===== src/design/i2c_regs_pkg.sv =====
// Register map, field layout and reset values of the I2C control register set
package i2c_regs_pkg;
    // ****************************************
    // Register word indices on the plain port
    // ****************************************
    localparam int               ADDR_W       = 4;
    localparam logic [ADDR_W-1:0] IDX_CLK      = 4'h0;
    localparam logic [ADDR_W-1:0] IDX_MOD      = 4'h1;
    localparam logic [ADDR_W-1:0] IDX_BAUD     = 4'h2;
    localparam logic [ADDR_W-1:0] IDX_OWN_SLAVE_ADDR     = 4'h3;
    localparam logic [ADDR_W-1:0] IDX_CTL      = 4'h4;
    localparam logic [ADDR_W-1:0] IDX_TXD      = 4'h5;
    localparam logic [ADDR_W-1:0] IDX_RXD      = 4'h6;
    localparam logic [ADDR_W-1:0] IDX_INTF     = 4'h7;
    localparam logic [ADDR_W-1:0] IDX_INTE     = 4'h8;
    localparam int               DATA_W       = 16;

    // ****************************************
    // Field positions
    // ****************************************
    localparam int CLK_DEBUG_CLOCK_RUN_BIT = 8;
    localparam int CLK_DIV_LSB   = 4;
    localparam int CLK_SRC_LSB   = 0;
    localparam int MOD_TEN_BIT   = 2;
    localparam int MOD_GC_BIT    = 1;
    localparam int CTL_MST_BIT   = 5;
    localparam int CTL_NACK_BIT  = 4;
    localparam int CTL_STOP_BIT  = 3;
    localparam int CTL_START_BIT = 2;
    localparam int CTL_SRST_BIT  = 1;
    localparam int CTL_EN_BIT    = 0;
    localparam int FLAG_W        = 8;
    localparam int BAUD_W        = 7;
    localparam int OWN_SLAVE_ADDR_W        = 10;
    localparam int OADR7_W       = 7;

    // Flags 7..2 clear by writing 1; rx full and tx empty only by data access or soft reset
    localparam logic [FLAG_W-1:0] FLAG_W1C_MASK = 8'hFC;
    localparam int                FLAG_RBF_BIT  = 1;
    localparam int                FLAG_TBE_BIT  = 0;

    // ****************************************
    // Reset values and timing
    // ****************************************
    localparam logic [BAUD_W-1:0] BAUD_RST   = 7'h7F;
    localparam logic [1:0]        SRC_RST    = 2'h0;
    localparam logic [1:0]        DIV_RST    = 2'h0;
    localparam int                SRST_CYC   = 4;
    localparam logic [2:0]        SRST_LAST  = 3'(SRST_CYC - 1);

    typedef enum logic [1:0] {
        ST_RUN  = 2'b01,
        ST_SRST = 2'b10
    } srst_state_type;
endpackage


===== src/design/i2c_control_register_set.sv =====
// Control and status register set of one I2C controller channel
//
// Summary of operation
// - Debug-run bit keeps operating clock running in debug mode; clear stops it.
// - Two-bit source field selects among four sources; unsupported codes are refused.
// - Divider gives 1, 2, 4 or 8 for sources 0 and 2; others undivided.
// - Clock, mode, baud and own-address registers change only while disabled.
// - Ten-bit mode compares all ten own-address bits, else the low seven.
// - General-call enable makes the slave answer general calls; clear ignores them.
// - Baud value resets to 0x7F; software never programs zero.
// - Master-select bit picks master mode when set, slave mode when clear.
// - NACK request reads 1 while pending or sending, clears when sent.
// - STOP request in master mode reads 1 until bus free time elapsed.
// - START request in master mode reads 1 until the START is generated.
// - Soft reset clears transfer control and flags, reads 1 while running.
// - Module enable supplies the operating clock; clear stops it.
// - Writing transmit data clears tx-empty; flag is read-only.
// - Reading receive data clears rx-full; flag is read-only.
// - Status bits 12 and 11 show data and clock line low.
// - Status bit 10 shows bus busy.
// - Status bit 9 shows transmitting versus receiving.
// - Eight flags set on their cause; write 1 clears bits 7 to 2.
// - Interrupt enable bits sit at the same positions as the flags.
// - Interrupt request stands while any set flag has its enable.
module i2c_control_register_set
    import i2c_regs_pkg::*;
#(
    parameter logic [3:0] SRC_SUPPORTED = 4'hF
) (
    // Clock and reset
    input  wire logic                i_mclk,
    input  wire logic                i_resetn,
    // Register port
    input  wire logic [ADDR_W-1:0]   i_addr,
    input  wire logic [DATA_W-1:0]   i_wdata,
    input  wire logic                i_wr,
    input  wire logic                i_rd,
    output logic      [DATA_W-1:0]   o_rdata,
    // Clock sources as enable ticks, debug state
    input  wire logic [3:0]          i_src_tick,
    input  wire logic                i_debug_mode,
    output logic                     o_op_clk_en,
    // Bus lines as seen at the pins
    input  wire logic                i_scl,
    input  wire logic                i_sda,
    // Events from the protocol engine
    input  wire logic                i_evt_byte_end,
    input  wire logic                i_evt_gen_call,
    input  wire logic                i_evt_nack,
    input  wire logic                i_evt_stop,
    input  wire logic                i_evt_start,
    input  wire logic                i_evt_error,
    input  wire logic                i_evt_rx_load,
    input  wire logic [7:0]          i_rx_byte,
    input  wire logic                i_evt_tx_empty,
    input  wire logic                i_nack_sent,
    input  wire logic                i_start_done,
    input  wire logic                i_stop_done,
    input  wire logic                i_transmitting,
    // Slave address check
    input  wire logic                i_addr_valid,
    input  wire logic                i_addr_is_gc,
    input  wire logic [OWN_SLAVE_ADDR_W-1:0]   i_addr_word,
    output logic                     o_addr_ack,
    // Settings and requests to the protocol engine
    output logic                     o_enable,
    output logic                     o_master,
    output logic [BAUD_W-1:0]        o_baud,
    output logic                     o_start_req,
    output logic                     o_stop_req,
    output logic                     o_nack_req,
    output logic                     o_soft_reset,
    output logic [7:0]               o_tx_data,
    output logic                     o_tx_empty,
    output logic                     o_irq
);

    // ****************************************
    // Register port decode
    // ****************************************
    function automatic logic hit(input logic [ADDR_W-1:0] a, input logic [ADDR_W-1:0] idx);
        return a == idx;
    endfunction

    logic                  dbg_run_r;
    logic [1:0]            div_sel_r;
    logic [1:0]            src_sel_r;
    logic                  ten_bit_r;
    logic                  gc_en_r;
    logic [BAUD_W-1:0]     baud_r;
    logic [OWN_SLAVE_ADDR_W-1:0]     own_addr_r;
    logic                  mst_r;
    logic                  nack_r;
    logic                  stop_r;
    logic                  start_r;
    logic                  enable_r;
    logic [7:0]            tx_data_r;
    logic [7:0]            rx_data_r;
    logic [FLAG_W-1:0]     flags_r;
    logic [FLAG_W-1:0]     irq_en_r;
    srst_state_type        state_r;
    logic [2:0]            srst_cnt_r;
    logic                  srst;

    wire cfg_open = ~enable_r;
    wire wr_clk   = i_wr & hit(i_addr, IDX_CLK) & cfg_open;
    wire wr_mod   = i_wr & hit(i_addr, IDX_MOD) & cfg_open;
    wire wr_baud  = i_wr & hit(i_addr, IDX_BAUD) & cfg_open;
    wire wr_own_slave_addr  = i_wr & hit(i_addr, IDX_OWN_SLAVE_ADDR) & cfg_open;
    wire wr_ctl   = i_wr & hit(i_addr, IDX_CTL);
    wire wr_txd   = i_wr & hit(i_addr, IDX_TXD);
    wire wr_intf  = i_wr & hit(i_addr, IDX_INTF);
    wire wr_inte  = i_wr & hit(i_addr, IDX_INTE);
    wire rd_rxd   = i_rd & hit(i_addr, IDX_RXD);

    wire [1:0] src_wr = i_wdata[CLK_SRC_LSB +: 2];
    wire       src_ok = SRC_SUPPORTED[src_wr];
    wire       mst_wr = i_wdata[CTL_MST_BIT];

    // ****************************************
    // Configuration registers
    // ****************************************
    always_ff @(posedge i_mclk) begin
        if (!i_resetn) begin
            dbg_run_r  <= 1'b0;
            div_sel_r  <= DIV_RST;
            src_sel_r  <= SRC_RST;
            ten_bit_r  <= 1'b0;
            gc_en_r    <= 1'b0;
            baud_r     <= BAUD_RST;
            own_addr_r <= '0;
            irq_en_r   <= '0;
            tx_data_r  <= '0;
        end else begin
            if (wr_clk) begin
                dbg_run_r <= i_wdata[CLK_DEBUG_CLOCK_RUN_BIT];
                div_sel_r <= i_wdata[CLK_DIV_LSB +: 2];
                if (src_ok) begin
                    src_sel_r <= src_wr;
                end
            end
            if (wr_mod) begin
                ten_bit_r <= i_wdata[MOD_TEN_BIT];
                gc_en_r   <= i_wdata[MOD_GC_BIT];
            end
            if (wr_baud) begin
                baud_r <= i_wdata[BAUD_W-1:0];
            end
            if (wr_own_slave_addr) begin
                own_addr_r <= i_wdata[OWN_SLAVE_ADDR_W-1:0];
            end
            if (wr_inte) begin
                irq_en_r <= i_wdata[FLAG_W-1:0];
            end
            if (wr_txd) begin
                tx_data_r <= i_wdata[7:0];
            end
        end
    end

    // ****************************************
    // Control register and requests
    // ****************************************
    // A hardware done pulse in the same cycle as a software request loses:
    // the new request stays pending so it is never silently dropped.
    always_ff @(posedge i_mclk) begin
        if (!i_resetn) begin
            mst_r    <= 1'b0;
            enable_r <= 1'b0;
        end else if (wr_ctl) begin
            mst_r    <= mst_wr;
            enable_r <= i_wdata[CTL_EN_BIT];
        end
    end

    always_ff @(posedge i_mclk) begin
        if (!i_resetn || srst) begin
            nack_r  <= 1'b0;
            stop_r  <= 1'b0;
            start_r <= 1'b0;
        end else begin
            if (wr_ctl && i_wdata[CTL_NACK_BIT]) begin
                nack_r <= 1'b1;
            end else if (i_nack_sent) begin
                nack_r <= 1'b0;
            end
            if (wr_ctl && i_wdata[CTL_STOP_BIT] && mst_wr) begin
                stop_r <= 1'b1;
            end else if (i_stop_done) begin
                stop_r <= 1'b0;
            end
            if (wr_ctl && i_wdata[CTL_START_BIT] && mst_wr) begin
                start_r <= 1'b1;
            end else if (i_start_done) begin
                start_r <= 1'b0;
            end
        end
    end

    // ****************************************
    // Soft reset sequencer
    // ****************************************
    wire srst_go = wr_ctl & i_wdata[CTL_SRST_BIT];
    assign srst  = state_r[1];

    always_ff @(posedge i_mclk) begin
        if (!i_resetn) begin
            state_r    <= ST_RUN;
            srst_cnt_r <= '0;
        end else begin
            unique case (state_r)
                ST_RUN: begin
                    if (srst_go) begin
                        state_r    <= ST_SRST;
                        srst_cnt_r <= SRST_LAST;
                    end
                end
                ST_SRST: begin
                    if (srst_cnt_r == '0) begin
                        state_r <= ST_RUN;
                    end else begin
                        srst_cnt_r <= srst_cnt_r - 3'd1;
                    end
                end
                default: begin
                    state_r <= ST_RUN;
                end
            endcase
        end
    end

    // ****************************************
    // Interrupt flags
    // ****************************************
    wire [FLAG_W-1:0] flag_set = {i_evt_byte_end,
                                  i_evt_gen_call & gc_en_r,
                                  i_evt_nack,
                                  i_evt_stop,
                                  i_evt_start,
                                  i_evt_error,
                                  i_evt_rx_load,
                                  i_evt_tx_empty};
    wire [FLAG_W-1:0] w1c      = wr_intf ? (i_wdata[FLAG_W-1:0] & FLAG_W1C_MASK) : '0;
    wire [FLAG_W-1:0] flag_clr = w1c | {6'h00, rd_rxd, wr_txd};

    genvar g;
    generate
        for (g = 0; g < FLAG_W; g++) begin : g_flag
            always_ff @(posedge i_mclk) begin
                if (!i_resetn || srst) begin
                    flags_r[g] <= 1'b0;
                end else if (flag_set[g]) begin
                    flags_r[g] <= 1'b1;
                end else if (flag_clr[g]) begin
                    flags_r[g] <= 1'b0;
                end
            end
        end
    endgenerate

    always_ff @(posedge i_mclk) begin
        if (!i_resetn) begin
            rx_data_r <= '0;
        end else if (i_evt_rx_load) begin
            rx_data_r <= i_rx_byte;
        end
    end

    // ****************************************
    // Operating clock enable
    // ****************************************
    logic [2:0] div_cnt_r;

    function automatic logic [2:0] div_last(input logic [1:0] code);
        return 3'((4'h1 << code) - 4'h1);
    endfunction

    wire       clk_gate  = enable_r & (~i_debug_mode | dbg_run_r);
    wire       src_tick  = i_src_tick[src_sel_r];
    wire       undivided = src_sel_r[0];
    wire       div_done  = undivided | (div_cnt_r == div_last(div_sel_r));

    always_ff @(posedge i_mclk) begin
        if (!i_resetn) begin
            div_cnt_r   <= '0;
            o_op_clk_en <= 1'b0;
        end else if (!clk_gate) begin
            div_cnt_r   <= '0;
            o_op_clk_en <= 1'b0;
        end else begin
            o_op_clk_en <= src_tick & div_done;
            if (src_tick) begin
                div_cnt_r <= div_done ? 3'd0 : div_cnt_r + 3'd1;
            end
        end
    end

    // ****************************************
    // Line sampling and bus busy
    // ****************************************
    // Three stages: the first absorbs metastability, stages two and three must
    // agree before a level counts, which also rejects one-sample glitches.
    logic [2:0] scl_s_r;
    logic [2:0] sda_s_r;
    logic       scl_lvl_r;
    logic       sda_lvl_r;
    logic       busy_r;

    always_ff @(posedge i_mclk) begin
        if (!i_resetn) begin
            scl_s_r <= 3'h7;
            sda_s_r <= 3'h7;
        end else begin
            scl_s_r <= {scl_s_r[1:0], i_scl};
            sda_s_r <= {sda_s_r[1:0], i_sda};
        end
    end

    wire scl_new   = (scl_s_r[1] == scl_s_r[2]) ? scl_s_r[2] : scl_lvl_r;
    wire sda_new   = (sda_s_r[1] == sda_s_r[2]) ? sda_s_r[2] : sda_lvl_r;
    wire start_det = scl_lvl_r & scl_new & sda_lvl_r & ~sda_new;
    wire stop_det  = scl_lvl_r & scl_new & ~sda_lvl_r & sda_new;

    always_ff @(posedge i_mclk) begin
        if (!i_resetn) begin
            scl_lvl_r <= 1'b1;
            sda_lvl_r <= 1'b1;
            busy_r    <= 1'b0;
        end else begin
            scl_lvl_r <= scl_new;
            sda_lvl_r <= sda_new;
            if (srst || stop_det) begin
                busy_r <= 1'b0;
            end else if (start_det) begin
                busy_r <= 1'b1;
            end
        end
    end

    // ****************************************
    // Slave address comparison
    // ****************************************
    wire addr_eq  = ten_bit_r ? (i_addr_word == own_addr_r)
                              : (i_addr_word[OADR7_W-1:0] == own_addr_r[OADR7_W-1:0]);
    wire addr_hit = i_addr_is_gc ? gc_en_r : addr_eq;

    always_ff @(posedge i_mclk) begin
        if (!i_resetn) begin
            o_addr_ack <= 1'b0;
        end else begin
            o_addr_ack <= i_addr_valid & addr_hit & ~mst_r;
        end
    end

    // ****************************************
    // Read data and interrupt request
    // ****************************************
    wire [DATA_W-1:0] w_clk  = {7'h00, dbg_run_r, 2'h0, div_sel_r, 2'h0, src_sel_r};
    wire [DATA_W-1:0] w_mod  = {13'h0000, ten_bit_r, gc_en_r, 1'b0};
    wire [DATA_W-1:0] w_baud = {9'h000, baud_r};
    wire [DATA_W-1:0] w_own_slave_addr = {6'h00, own_addr_r};
    wire [DATA_W-1:0] w_ctl  = {10'h000, mst_r, nack_r, stop_r, start_r, srst, enable_r};
    wire [DATA_W-1:0] w_txd  = {8'h00, tx_data_r};
    wire [DATA_W-1:0] w_rxd  = {8'h00, rx_data_r};
    wire [DATA_W-1:0] w_intf = {3'h0, ~sda_lvl_r, ~scl_lvl_r, busy_r,
                                i_transmitting, 1'b0, flags_r};
    wire [DATA_W-1:0] w_inte = {8'h00, irq_en_r};

    wire [DATA_W-1:0] rd_word =
        hit(i_addr, IDX_CLK)  ? w_clk  :
        hit(i_addr, IDX_MOD)  ? w_mod  :
        hit(i_addr, IDX_BAUD) ? w_baud :
        hit(i_addr, IDX_OWN_SLAVE_ADDR) ? w_own_slave_addr :
        hit(i_addr, IDX_CTL)  ? w_ctl  :
        hit(i_addr, IDX_TXD)  ? w_txd  :
        hit(i_addr, IDX_RXD)  ? w_rxd  :
        hit(i_addr, IDX_INTF) ? w_intf :
        hit(i_addr, IDX_INTE) ? w_inte : '0;

    always_ff @(posedge i_mclk) begin
        if (!i_resetn) begin
            o_rdata <= '0;
            o_irq   <= 1'b0;
        end else begin
            o_rdata <= i_rd ? rd_word : '0;
            o_irq   <= |(flags_r & irq_en_r);
        end
    end

    // Settings and requests leave straight from their registers
    assign o_enable     = enable_r;
    assign o_master     = mst_r;
    assign o_baud       = baud_r;
    assign o_start_req  = start_r;
    assign o_stop_req   = stop_r;
    assign o_nack_req   = nack_r;
    assign o_soft_reset = state_r[1];
    assign o_tx_data    = tx_data_r;
    assign o_tx_empty   = flags_r[FLAG_TBE_BIT];

endmodule


===== config.mk =====
export PLATFORM = sky130hd
export DESIGN_NAME = i2c_control_register_set
export DESIGN_NICKNAME = d
export VERILOG_FILES = /design/src/design/i2c_regs_pkg.sv /design/src/design/i2c_control_register_set.sv
export SDC_FILE = /design/constraint.sdc
export NUM_CORES = 1
export LEC_CHECK = 0
export CORE_ASPECT_RATIO = 1.75
export CORE_UTILIZATION = 45
export DETAILED_ROUTE_END_ITERATION = 10
export DONT_BUFFER_PORTS = 1
export MAX_ROUTING_LAYER = met4
export SLEW_MARGIN = 10
export SYNTH_ARGS = -nofsm -noshare
export SYNTH_HDL_FRONTEND = slang
export SYNTH_SLANG_ARGS = --single-unit

===== constraint.sdc =====
create_clock -name i_mclk -period 2.1 [get_ports i_mclk]
set_clock_uncertainty 0.15 [all_clocks]
set_input_delay 0.105 -clock i_mclk [delete_from_list [all_inputs] [get_ports i_mclk]]
set_output_delay 0.105 -clock i_mclk [all_outputs]
set_load 0.05 [all_outputs]

Word-level counts from Yosys, hierarchy flattened. Cells that the tools add are included.

Bits in registers: 97. Bits of input ports: 63. Word-level logic and storage cells: 181. Output and inout bits: 41.

Shifts and indexed selects: 1. Add/subtract/negate cells: 3. Equality and inequality tests: 18. Order comparisons: 2. Bitwise logic cells: 36. Multiplexer cells: 47. Reductions and logical operators: 34.

Operators by type and width (number): 2-to-1 mux 10 bit (4); 2-to-1 mux 1 bit (28); 2-to-1 mux 9 bit (3); bitwise AND 1 bit (24); nonzero test 2 bit (12); == test 4 x 3 -> 1 bit, second input constant (4); 2-to-1 mux 8 bit (2); 2-to-1 mux 13 bit (1); == test 10 bit (1); OR reduction 10 bit (1); 2-to-1 mux 3 bit (3); OR reduction 9 bit (1); bitwise AND 8 bit (1); == test 4 x 2 -> 1 bit, second input constant (2); NOT 1 bit (8); OR 8 x 2 -> 8 bit (1); AND reduction 2 bit (4); OR reduction 8 bit (1); == test 7 bit (1); < comparator 2 x 3 -> 1 bit, second input constant (2); != test 2 bit, second input constant (3); case mux 3 bit (2 select lines) (1); subtractor 3 x 1 -> 3 bit, second input constant (2); logical AND 1 bit (5); 21 further kinds (26).

Logic depth before layout (Yosys ltp).
Depth after elaboration: 10. Mapped depth: 7.

Worst setup path after synthesis. Ideal clock, no wire load.

Path type: register -> register. Start point: register state_r[1]. End point: register srst_cnt_r[2]. Setup slack: 251 ps. Stages on the path, launching flop included: 5. Arrival: 1583 ps. Period minus slack after synthesis: 1849 ps. Setup time: 116 ps. Cells stage by stage: dfxtp_1 and3b_1 and3_1 or2_1 a31o_2.

Cells in the longest elaborated chain, start to end: 3. Elaborated cells on any way between the ends: 7.

Ends and longest elaborated chain: from (decl) (RTL line i2c_control_register_set.sv:101) `srst_state_type state_r;`; from (signal assigned) (RTL line i2c_control_register_set.sv:208) `state_r <= ST_RUN;`; from (signal assigned) (RTL line i2c_control_register_set.sv:214) `state_r <= ST_SRST;`; from (signal assigned) (RTL line i2c_control_register_set.sv:220) `state_r <= ST_RUN;`; == test 2 bit / == test 2 x 1 -> 1 bit (equally long branches) (RTL line i2c_control_register_set.sv:211) `unique case (state_r)`; != test 2 bit (no source line) / nonzero test 2 bit (equally long branches); AND reduction 3 bit (no source line); to (signal assigned) (RTL line i2c_control_register_set.sv:222) `srst_cnt_r <= srst_cnt_r - 3'd1;`; to (decl) (RTL line i2c_control_register_set.sv:102) `logic [2:0] srst_cnt_r;`.

Parallel ways exist; a longest one is shown, timed or not. A chain may end at the register's enable or synchronous reset.

Worst setup path in the final report.
Start point: input i_addr[3]. End point: register own_addr_r[2].

Cells in the longest elaborated chain, start to end: 3.

Ends and longest elaborated chain: from (decl) (RTL line i2c_control_register_set.sv:34) `input wire logic [ADDR_W-1:0] i_addr,`; == test 4 x 2 -> 1 bit (RTL line i2c_control_register_set.sv:82) `return a == idx;`; bitwise AND 1 bit (2 in a row) (RTL line i2c_control_register_set.sv:109) `wire wr_own_slave_addr = i_wr & hit(i_addr, IDX_OWN_SLAVE_ADDR) & cfg_open;`; to (signal assigned) (RTL line i2c_control_register_set.sv:150) `own_addr_r <= i_wdata[OWN_SLAVE_ADDR_W-1:0];`; to (decl) (RTL line i2c_control_register_set.sv:91) `logic [OWN_SLAVE_ADDR_W-1:0] own_addr_r;`.

Every way passes these cells.

==> metrics.md <==
| Metric | Value |
|---|---|
| Ports | 104 |
| Largest net degree at the start of global routing | 37 |
| Chip height | 133 um |
| Routed Wire Length | 14100 um |
| Pwr per Cell Area | 724 mW/mm^2 |
| Hold Fails Final Rpt | 0 |
| Crit Path Category | in -> reg |
| Placed instance area | 0.00460 mm^2 |
| Final setup viols | 0 |
| Vias per cell | 5.90 |
| Worst Max-Slew Pin Slew | 0.860 ns |
| Sequential fraction of the synthesis area | 42.6% |
| Setup TNS | 0 ns |
| CP Capture Type | register |
| Crit path max-delay family | buffers and inverters |
| Crit path max-delay cell type | dlygate4sd3_1 |
| Period utilization | 94.5% |
| Synth-to-Final Area Change | 21.4% |
| Crit path launch type | input port |
| P_leak | 0.00215 uW |
| Die Area | 0.0102 mm^2 |
| # fillers | 895 |
| Unique masters post-synth | 62 |
| Routed wire per std cell | 20.8 um |
| Total number of yosys warnings | 0 |
| Post-route cell area | 0.00536 mm^2 |
| Mapped Cells | 501 |
| Root Buffer | clkbuf_16 |
| Register bit total from synthesis | 94 |
| Area contributors post-synth | dfxtp_1 (43%), mux2i_1 (8.4%), nor2_1 (4.5%) |
| Footprint of the multi-input gates | 0.00229 mm^2 |
| Max-slew violation count | 0 |
| Cell Chain, Critical Path | dlygate4sd3_1, nor4b_2, and2_1, buf_12, mux2i_1, nor2_1 |
| DP Worst Slack | 0.447 ns |
| Crit path DAT | 2.05 ns |
| HP Class | in -> reg |
| Initial antenna violation count | 0 |
| Worst skew pair latency | 0.34 ns |
| Worst Path Buf+Inv | 2 |
| GP Congestion | 0.884 |
| Met1 Use GR | 33.0% |
| Asr flop ratio synth | 0% |
| Die W | 76.9 um |
| Detail Placement HPWL | 9720 um |
| Cts bufs inserted | 9 |
| GR Util met3 | 5.38% |
| CP required | 2.16 ns |
| Ys flop type | dfxtp_1 |
| Initial drt markers | 373 |
| Clock Path Buffers | 2 |
| Max Cap Violations | 0 |
| Clock-pin slew on the worst setup and hold paths | 0.06 ns |
| H-tree levels | 3 |
| Post-CTS Setup Bufs | 0 |
| Synthesized area | 0.00441 mm^2 |
| CTS tree | built |
| GRT Max-Usage Layer | met2 |
| Diode count | 0 |
| Largest area contributor in the netlist | dfxtp_1 |
| # DRC | 0 |
| Worst hold margin | 0.0112 ns |
| RSZ-0062 raised after global routing | no |
| Vias in the first global route | 3848 |
| Starting density of the core | 46.6% |
| Max-Slew Margin vs Limit | 42.7% |
| Max incr delay on CP | 0.78 ns |
| Vias | 4000 |
| Register Area | 0.00188 mm^2 |
| Num Clock Sinks | 94 |
| Synthesized area per cell | 8.81 um^2 |
| Max Clock Freq | 0.504 GHz |
| Most frequent cells in the layout | dfxtp_1 (94), nor2_1 (53), dlygate4sd3_1 (43) |
| Crit Path Max Fanout | 15 |
| Site Rows | 47 |
| Post-DRT Antenna Nets | 0 |
| Nets | 617 |
| Met2 Track Usage GR | 49.0% |
| Tmin final | 1.98 ns |
| First-pass GRT wire length | 21900 um |
| Final core utilization | 56.6% |
| Core Region | 0.00947 mm^2 |
| Layout cells sized above 1 | 10.3% |
| Drt first pass iters | 5 |
| Setup WS post-layout | 0.116 ns |
| Setup slack, reg-to-reg | 0.40 ns |
| Area fraction of the dominant cell type after synthesis | 42.6% |
| Post-synth EDFFs | 0 |
| Worst vdd ir | 0.545 mV |
| Outcome | finished clean |
| Total GRT Usage | 29.2% |
| Gr ovfl total | 0 |
| Commonest non-fill, non-tap cell in the layout | dfxtp_1 |
| PortBufs | 0 |
[power by group]
group / leakage, uW / switching (uW) / internal [uW] / total [uW]
clock network: 0.000128 / 678 / 923 / 1600
logic: 0.00125 / 242 / 166 / 409
registers: 0.000764 / 46.9 / 1820 / 1870
total: 0.00215 / 968 / 2910 / 3880
[synthesized netlist by cell type, drive strengths merged (3+ instances only)]
| cell | n |
|---|---|
| and3b | 3 |
| o21ai | 22 |
| dfxtp | 94 |
| nor4 | 7 |
| inv | 12 |
| buf | 24 |
| a22oi | 9 |
| nor2b | 5 |
| nand3 | 35 |
| ha | 3 |
| nand3b | 4 |
| a32o | 3 |
| clkbuf | 14 |
| a211oi | 4 |
| a21oi | 35 |
| nor3b | 3 |
| nor3 | 9 |
| and2 | 4 |
| nand2 | 39 |
| a221oi | 4 |
| a221o | 3 |
| xor2 | 11 |
| nor2 | 53 |
| mux2i | 37 |
| a32oi | 7 |
| nand2b | 19 |
| a21o | 3 |
[worst min-delay path, delay by kind of cell]
| kind | cells | cell delay [ns] |
|---|---|---|
| AO/OA/AOI/OAI | 2 | 0.31 |
| buffers and inverters | 1 | 0.04 |
[path summary, 6_finish.rpt]
path,startpoint,end,depth (start not counted)
max,i_addr[3],own_addr_r[2],6
min,i_debug_mode,div_cnt_r[1],3
max reg2reg,o_enable,own_addr_r[2],5
min reg2reg,sda_s_r[0],sda_s_r[1],1
[metal layers]
layer / vias to the layer above / share of wire [%]
met5: - / 0
met3: 42 / 6.7
li1: 1878 / -
met1: 1902 / 38
met2: 178 / 51
met4: 0 / 4.2
[cells by family (layout without fill, tap and decap cells)]
| group | count (synthesis) | after routing | synth area share [%] |
|---|---|---|---|
| adders and majority gates | 3 | 3 | 0.851 |
| muxes | 39 | 39 | 9.16 |
| AOI/OAI and AO/OA | 108 | 108 | 16.4 |
| buffers and inverters | 50 | 103 | 5.70 |
| xor gates and xnor gates | 13 | 13 | 2.58 |
| other | 1 | 3 | 0.0850 |
| DFF | 94 | 94 | 42.6 |
| and+or+nand+nor | 193 | 193 | 22.5 |
[flip-flops by register name (all words and copies together) (netlist names), 2 cells and up]
register and count:
src_sel_r 2, o_baud 7, srst_cnt_r 3, state_r 2
scl_s_r 3, div_cnt_r 3, irq_en_r 8, rx_data_r 8
sda_s_r 3, o_tx_data 8, flags_r 7, o_rdata 13
own_addr_r 10, div_sel_r 2
[cell type report]
class | instances | area share, %
tap | 122 | 2.85
clock inverter | 5 | 1.12
inverter | 12 | 0.841
multi-input combinational | 359 | 42.7
timing repair buffer | 75 | 13.0
clock buffer | 11 | 4.34
sequential | 94 | 35.1
[what timing repair did]
item / 4_1_cts / 5_1_grt
hold endpoints to repair: 87 / 0
gates resized for setup: 0 / 3
hold buffers: 46 / 0
endpoints found under the setup margin: 0 / 20
[metrics by stage]
step | power, uW | std cells
after floorplan | 2180 | 503
after global placement | 2190 | 616
after detailed placement | 2190 | 616
after CTS | 3910 | 678
after global routing | 4010 | 678
final | 3880 | 678
Power figures use the tool's default switching activity.
